[src/verilog/host_port_defs.svh]
// constants for the half-duplex host serial port
// assumes a 50 MHz core clock; included by bare name
`ifndef HOST_PORT_DEFS_SVH
`define HOST_PORT_DEFS_SVH
`define CLK_HZ          50000000
`define BAUD_4800       4800
`define BAUD_9600       9600
`define BAUD_19200      19200
`define BAUD_38400      38400
`define BIT_DIV(b)      ((`CLK_HZ + (b) / 2) / (b))
`define DIV_W           16
`define DATA_BITS       8
`define BIT_CNT_W       4
`define RATE_4800       2'h0
`define RATE_9600       2'h1
`define RATE_19200      2'h2
`define RATE_38400      2'h3
`endif

[src/verilog/host_port_pkg.sv]
// types for the half-duplex host serial port
// assumes host_port_defs.svh is compiled alongside
package host_port_pkg;
  typedef enum logic [1:0] {IDLE, TX_BUSY, RX_BUSY} port_state_t;
endpackage

[src/verilog/baud_tick_gen.sv]
// baud tick generator: one-cycle enables at the bit rate and at its half
// assumes the divisor is stable while enable is high
`timescale 1ns/1ps
`include "host_port_defs.svh"
module baud_tick_gen (
  // clock and reset
  input  wire logic              core_clk,
  input  wire logic              reset_n,
  // control
  input  wire logic              run,
  input  wire logic [`DIV_W-1:0] divisor,
  // ticks
  output logic                   bitTick,
  output logic                   halfTick
);
  typedef struct packed {
    logic [`DIV_W-1:0] cnt;
    logic              bitT;
    logic              halfT;
  } tick_state_t;

  tick_state_t st_r;
  tick_state_t st_nxt;

  // count a bit period, restart whenever idle
  always_comb begin
    st_nxt       = st_r;
    st_nxt.bitT  = 1'b0;
    st_nxt.halfT = 1'b0;
    if (!run) begin
      st_nxt.cnt = '0;
    end else if (st_r.cnt == divisor - `DIV_W'(1)) begin
      st_nxt.cnt  = '0;
      st_nxt.bitT = 1'b1;
    end else begin
      st_nxt.cnt = st_r.cnt + `DIV_W'(1);
      if (st_r.cnt == (divisor >> 1)) begin
        st_nxt.halfT = 1'b1;
      end
    end
  end

  always_ff @(posedge core_clk or negedge reset_n) begin
    if (!reset_n) begin
      st_r <= '0;
    end else begin
      st_r <= st_nxt;
    end
  end

  assign bitTick  = st_r.bitT;
  assign halfTick = st_r.halfT;
endmodule

[src/verilog/host_serial_port.sv]
// half-duplex asynchronous serial port facing the application controller
// assumes all inputs synchronous to core_clk; open-drain line resolved outside
// Notes on behaviour
// - the port is half duplex with plain asynchronous framing.
// - the two rate straps pick 4800, 9600, 19200 or 38400 bit/s.
// - the straps are caught only as a hardware or software reset or test mode ends and then held.
// - strap changes in normal running never touch the active rate.
// - the port is held in reset while master_reset_n is low and runs once it is high with softReset and testEnable low.
// - normal behaviour needs testEnable low; the pull-down lives in the pad.
// - the port sends on its transmit line and listens on its receive line.
// - the transmit line only pulls low for zero and releases for one.
// - all bit timing comes from the single core clock.
`timescale 1ns/1ps
`include "host_port_defs.svh"
module host_serial_port
  import host_port_pkg::*;
(
  // clock and reset
  input  wire logic       core_clk,
  input  wire logic       reset_n,
  input  wire logic       master_reset_n,
  input  wire logic       softReset,
  input  wire logic       testEnable,
  // rate straps
  input  wire logic       rate_select_high,
  input  wire logic       rate_select_low,
  // serial line
  input  wire logic       serialIn,
  output logic            serialOut,
  output logic            serialOutEn,
  // transmit side
  input  wire logic       txValid,
  input  wire logic [7:0] txData,
  output logic            txReady,
  // receive side
  output logic            rxValid,
  output logic [7:0]      rxData,
  output logic            rxFrameErr,
  output logic [1:0]      activeRate
);
  typedef struct packed {
    port_state_t     state;
    logic [1:0]      rate;
    logic            capture;
    logic [`BIT_CNT_W-1:0] bitCnt;
    logic [9:0]      shift;
    logic            lineLow;
    logic            ready;
    logic            rxV;
    logic [7:0]      rxD;
    logic            rxErr;
  } port_reg_t;

  port_reg_t st_r;
  port_reg_t st_nxt;
  logic [`DIV_W-1:0] divisor;
  logic              tickRun;
  logic              bitTick;
  logic              halfTick;
  logic              rxSampled;
  logic              active;
  logic              txTake;
  logic              rxStart;
  logic              lastBit;
  logic              stopSeen;

  // reset sources: reset_n clears every register but sets the capture flag, while
  // master_reset_n, softReset and testEnable are level inputs that only
  // hold the port idle; the straps are taken on the first cycle after all
  // three have let go, so a host that moves the straps must pulse one of
  // them afterwards or the old rate stays in force
  // testEnable high is treated like a reset: the port goes quiet, the line
  // is released and no byte is accepted until it drops again
  // port runs only outside reset and outside test mode
  assign active = master_reset_n && !softReset && !testEnable;

  // divisors are rounded to the nearest whole core cycle; the error this
  // leaves is far below what a plain receiver on the far side tolerates
  // the divisor reads the captured code, never the strap pins, so a strap
  // that wanders mid-frame cannot stretch or shrink a bit
  // strap code to bit divisor, all from core_clk
  always_comb begin
    case (st_r.rate)
      `RATE_4800:  divisor = `DIV_W'(`BIT_DIV(`BAUD_4800));
      `RATE_9600:  divisor = `DIV_W'(`BIT_DIV(`BAUD_9600));
      `RATE_19200: divisor = `DIV_W'(`BIT_DIV(`BAUD_19200));
      `RATE_38400: divisor = `DIV_W'(`BIT_DIV(`BAUD_38400));
      default:     divisor = `DIV_W'(`BIT_DIV(`BAUD_4800));
    endcase
  end

  assign tickRun = (st_r.state != IDLE);

  baud_tick_gen u_ticks (
    .core_clk (core_clk),
    .reset_n  (reset_n),
    .run      (tickRun),
    .divisor  (divisor),
    .bitTick  (bitTick),
    .halfTick (halfTick)
  );

  // receive line is looked at only when not transmitting
  // forcing it high while sending means an echo or a host that talks over
  // the port can neither start a receive nor corrupt one in progress
  assign rxSampled = (st_r.state == TX_BUSY) ? 1'b1 : serialIn;

  // handshake and framing events, named once for the state machine
  assign txTake   = txValid && st_r.ready;
  assign rxStart  = !rxSampled;
  assign lastBit  = (st_r.bitCnt == `BIT_CNT_W'(`DATA_BITS + 1));
  assign stopSeen = rxSampled;

  // next-state logic for framing and strap capture
  // one state machine serves both directions, so a transmit can never start
  // while a receive runs and the other way round; a transmit request wins
  // when both arrive in the same idle cycle
  // the bit counter counts start, eight data bits and stop; the frame ends
  // on the tick that closes the stop bit, so txReady returns only after the
  // full stop time has been on the line
  always_comb begin
    st_nxt     = st_r;
    st_nxt.rxV = 1'b0;
    if (!active) begin
      st_nxt.state   = IDLE;
      st_nxt.capture = 1'b1;
      st_nxt.lineLow = 1'b0;
      st_nxt.ready   = 1'b0;
      st_nxt.bitCnt  = '0;
    end else if (st_r.capture) begin
      // first active cycle after reset: take the straps once
      st_nxt.rate    = {rate_select_high, rate_select_low};
      st_nxt.capture = 1'b0;
      st_nxt.ready   = 1'b1;
    end else begin
      case (st_r.state)
        IDLE: begin
          if (txTake) begin
            st_nxt.shift   = {1'b1, txData, 1'b0};
            st_nxt.state   = TX_BUSY;
            st_nxt.ready   = 1'b0;
            st_nxt.bitCnt  = '0;
            st_nxt.lineLow = 1'b1;
          end else if (rxStart) begin
            st_nxt.state  = RX_BUSY;
            st_nxt.ready  = 1'b0;
            st_nxt.bitCnt = '0;
          end
        end
        TX_BUSY: begin
          // each bit tick moves the next bit onto the line
          if (bitTick) begin
            if (lastBit) begin
              st_nxt.state   = IDLE;
              st_nxt.ready   = 1'b1;
              st_nxt.lineLow = 1'b0;
            end else begin
              st_nxt.shift   = {1'b1, st_r.shift[9:1]};
              st_nxt.lineLow = !st_r.shift[1];
              st_nxt.bitCnt  = st_r.bitCnt + `BIT_CNT_W'(1);
            end
          end
        end
        RX_BUSY: begin
          // sample at mid-bit; a start that is high again by then was a glitch
          if (halfTick) begin
            if (st_r.bitCnt == '0 && rxSampled) begin
              st_nxt.state = IDLE; // false start
              st_nxt.ready = 1'b1;
            end else if (lastBit) begin
              st_nxt.rxD   = st_r.shift[9:2];
              st_nxt.rxErr = !stopSeen; // stop bit must be high
              st_nxt.rxV   = 1'b1;
              st_nxt.state = IDLE;
              st_nxt.ready = 1'b1;
            end else begin
              st_nxt.shift  = {rxSampled, st_r.shift[9:1]};
              st_nxt.bitCnt = st_r.bitCnt + `BIT_CNT_W'(1);
            end
          end
        end
        default: begin
          st_nxt.state = IDLE;
        end
      endcase
    end
  end

  // state register
  always_ff @(posedge core_clk or negedge reset_n) begin
    if (!reset_n) begin
      st_r         <= '0;
      st_r.state   <= IDLE;
      st_r.capture <= 1'b1;
    end else begin
      st_r <= st_nxt;
    end
  end

  // outputs straight from the state register; the line itself is only ever
  // pulled low through the enable, its high level belongs to the pull-up
  assign serialOut   = 1'b0; // open drain drives low only
  assign serialOutEn = st_r.lineLow;
  assign txReady     = st_r.ready;
  assign rxValid     = st_r.rxV;
  assign rxData      = st_r.rxD;
  assign rxFrameErr  = st_r.rxErr;
  assign activeRate  = st_r.rate;
endmodule

[config.mk]
export PLATFORM = sky130hd
export DESIGN_NAME = host_serial_port
export DESIGN_NICKNAME = d
export VERILOG_FILES = /design/src/verilog/host_port_pkg.sv /design/src/verilog/baud_tick_gen.sv /design/src/verilog/host_serial_port.sv
export VERILOG_INCLUDE_DIRS = /design/src /design/src/verilog
export SDC_FILE = /design/constraint.sdc
export NUM_CORES = 1
export LEC_CHECK = 0
export ABC_AREA = 1
export BUFFER_PORTS_ARGS = -buffer_cell sky130_fd_sc_hd__buf_2
export CORE_UTILIZATION = 25
export DETAILED_ROUTE_END_ITERATION = 10
export PLACE_DENSITY_LB_ADDON = 0.12
export SYNTH_ARGS = -nofsm -noshare
export SYNTH_HDL_FRONTEND = slang
export SYNTH_SLANG_ARGS = --single-unit
[constraint.sdc]
create_clock -name core_clk -period 2.2 [get_ports core_clk]
set_input_delay 0.33 -clock core_clk [delete_from_list [all_inputs] [get_ports core_clk]]
set_output_delay 0.33 -clock core_clk [all_outputs]
set_load 0.005 [all_outputs]
==> out/results.ini <==
[global_routing]
grt.overflow.total = 0
track_usage_pct = 13.6
grt_pass1_vias = 2689
grt_pass1_wl_um = 13800
grt_max_degree = 49
antenna_found_initial = 0

[clock_tree]
ctsHoldBuffers = 0
cts_sinks = 48
clkSlewWorstSetupHoldPaths_ps = 70
post_cts_resized = 0
post_cts_buffers = 0
cts_buffer_depth = 2
insertion_delay_ps = 300
cts_tree = yes
cts_root_buf = clkbuf_16
cts_buffers = 5
h-tree-depth = 2

[cells_and_area]
layout_commonest_cell = nand2_1
area_growth_pct = 13.7
diodes = 0
drive_gt1_share_pct = 17.6
seq_area_um2 = 1200
final_cell_mix = 103 x nand2_1, 56 x nor2_1, 47 x dfrtp_1
fin_area_um2 = 3630
nets = 475
multi_input_area_um2 = 1650
nFillCells = 1352

[logic_synthesis]
synth_cell_types = 40
syn-num-nets = 452
synth_compound_area_share_pct = 10.6
synth_xor_area_share_pct = 4.94
synth_simple_gate_area_share_pct = 30.3
avgSynthCellArea_um2 = 7.60
synth_seq_cells = 48
netlist.area_leader.share_pct = 36.8
yosysSeqAreaShare_pct = 37.7
synth_top_family_by_area = simple AND/OR/NAND/NOR gates
syn-cell-area_um2 = 3190
synth_fa_ha_area_share_pct = 5.88
synthTopCellsByArea = dfrtp_1 37%, nand2_1 12%, nor2_1 6.6%, ha_1 5.9%, inv_1 4.9%
syn_inst = 420
synthMuxAreaShare_pct = 0
synth_area_leader_cell = dfrtp_1
ys_warn_count = 0

[placed_design]
place_ws_ps = 283
place_area_um2 = 3480
routabilityCongestion = 0.878
hpwl_um = 6170
numPortBuffers = 30

[timing]
hold_ws_ps = 18.6
rsz0062_at_grt = false
setup_viol = 0
hold_viol = 0
max_freq_mhz = 515
maxSlewViolCount = 0
period_needed_ps = 1940
fin_crit_sh_pct = 88.3
tns_ps = 0
layout_setup_ws_ps = 258
skew_ps = 7.87

[drt]
drt_iter0_drc = 132
drc = 0
wl_per_cell_um = 13.3
vias = 2704
via_per_inst = 4.42
routed_wl_um = 8140
drtPass1Iterations = 4
ant_nets = 0

[setup_path]
end_kind = flop
critPathBufInv = 3
cp_cell_sequence = inv_1 > ha_1 > inv_1 > nand2_1 > nand3_1 > o21ai_2 > inv_2 > nand3_4 > nand2_1 > o21ai_2
crit_slowest_cell = dfrtp_1
reg2reg_slack_ps = 260
path_class = reg -> reg
worstSetupStartpointType = flop
critPathMaxStageDelay_ps = 420
worstPathRequired_ps = 2420
cp_max_fo = 18
timing.rr.start = st_r[30]$_DFFE_PN0P_
worst_r2r_endpoint = st_r[17]$_DFFE_PN0P_
critical_path_arrival_ps = 2160
path_delay_family = simple AND/OR/NAND/NOR gates
r2r_cells = 10

[hold_path]
hp-class = in -> async

[die]
floorplan.initialDensity_pct = 26.1
die_h_um = 115
dieArea_um2 = 13200
num_io_pins = 32
row_count = 40
core_um2 = 12200
fp.dieW_um = 115

[status]
status = complete, no violations

[power]
p_per_area_nw_per_um2 = 557
power.leakage_nw = 1.67
ir_drop_mv = 0.234

[job]
drv_cap = 0

[synth_stat cells, drive strengths merged]
library cell  number
dfrtp             47
ha                15
xor2              10
nor4               1
nand4              8
dfstp              1
a22oi              8
o31ai              1
o22ai              3
o21a               1
nand3             28
inv               45
o211ai             2
nor3b              1
a21oi              4
conb               1
a211oi             1
o2111ai            4
o21ai             25
nand2            106
nor3              12
clkbuf             2
clkinv             1
or2                2
xnor2              8
buf               22
nor2              61
[state kept, by name (all words and copies together), names as in the netlist]
register / cells
rxValid: 1
rxData: 8
rxFrameErr: 1
activeRate: 2
u_ticks.st_r: 16
st_r: 16
serialOutEn: 1
txReady: 1
u_ticks.bitTick: 1
u_ticks.halfTick: 1
[worst max-delay path by stage]
stage,startpoint,endpoint,slack [ps],depth (start not counted)
detailed placement,st_r[29]$_DFFE_PN0P_,st_r[17]$_DFFE_PN0P_,280,9
finish,st_r[30]$_DFFE_PN0P_,st_r[17]$_DFFE_PN0P_,260,10
CTS,st_r[29]$_DFFE_PN0P_,st_r[17]$_DFFE_PN0P_,260,9
global route,activeRate[0]$_DFFE_PN0P_,u_ticks.st_r[10]$_DFF_PN0_,5,12
floorplan,activeRate[0]$_DFFE_PN0P_,u_ticks.st_r[12]$_DFF_PN0_,340,13
global placement,st_r[29]$_DFFE_PN0P_,st_r[14]$_DFFE_PN0P_,250,9
[worst reg2reg max path, stage by stage (launching register included)]
cell     delay (ps)
dfrtp_1         420
inv_1           110
ha_1            240
inv_1            80
nand2_1          90
nand3_1         210
o21ai_2         260
inv_2            70
nand3_4         200
nand2_1         110
o21ai_2          70
[layout make-up]
type	count	area share [%]
timing repair buffer	40	6.55
sequential	48	33.1
inverter	46	4.76
clock inverter	2	0.379
tap	168	5.79
multi-input combinational	302	45.6
clock buffer	6	3.83
[per-layer routing]
metal | wire length, um | global-route usage [%]
met5 | 0 | 0
met4 | 85 | 5.19
met3 | 364 | 2.64
met2 | 3630 | 20.8
met1 | 4070 | 19.0
[stage by stage]
stage               utilization (%)  total power, W  instances
floorplan                         -         0.00115        420
global placement               28.5         0.00125        604
detailed placement             28.5         0.00124        604
CTS                            29.7         0.00207        612
global route                   29.7         0.00214        612
finish                         29.7         0.00202        612
[kinds of logic (layout without fill, tap and decap cells)]
family,Yosys count,in the layout
compound gates,49,49
simple gates,219,219
fa+ha+maj,15,15
xor+xnor,18,18
flops,48,48
other cells,1,1
buf+inv,70,94
[power by group]
group	switching, W	leakage, nW	internal [W]	total [W]
Combinational	0.000195	0.936	0.000120	0.000315
Clock	0.000343	0.0772	0.000455	0.000798
Sequential	0.0000134	0.659	0.000897	0.000910
Total	0.000551	1.67	0.00147	0.00202
(Power assumes the default switching activity.)
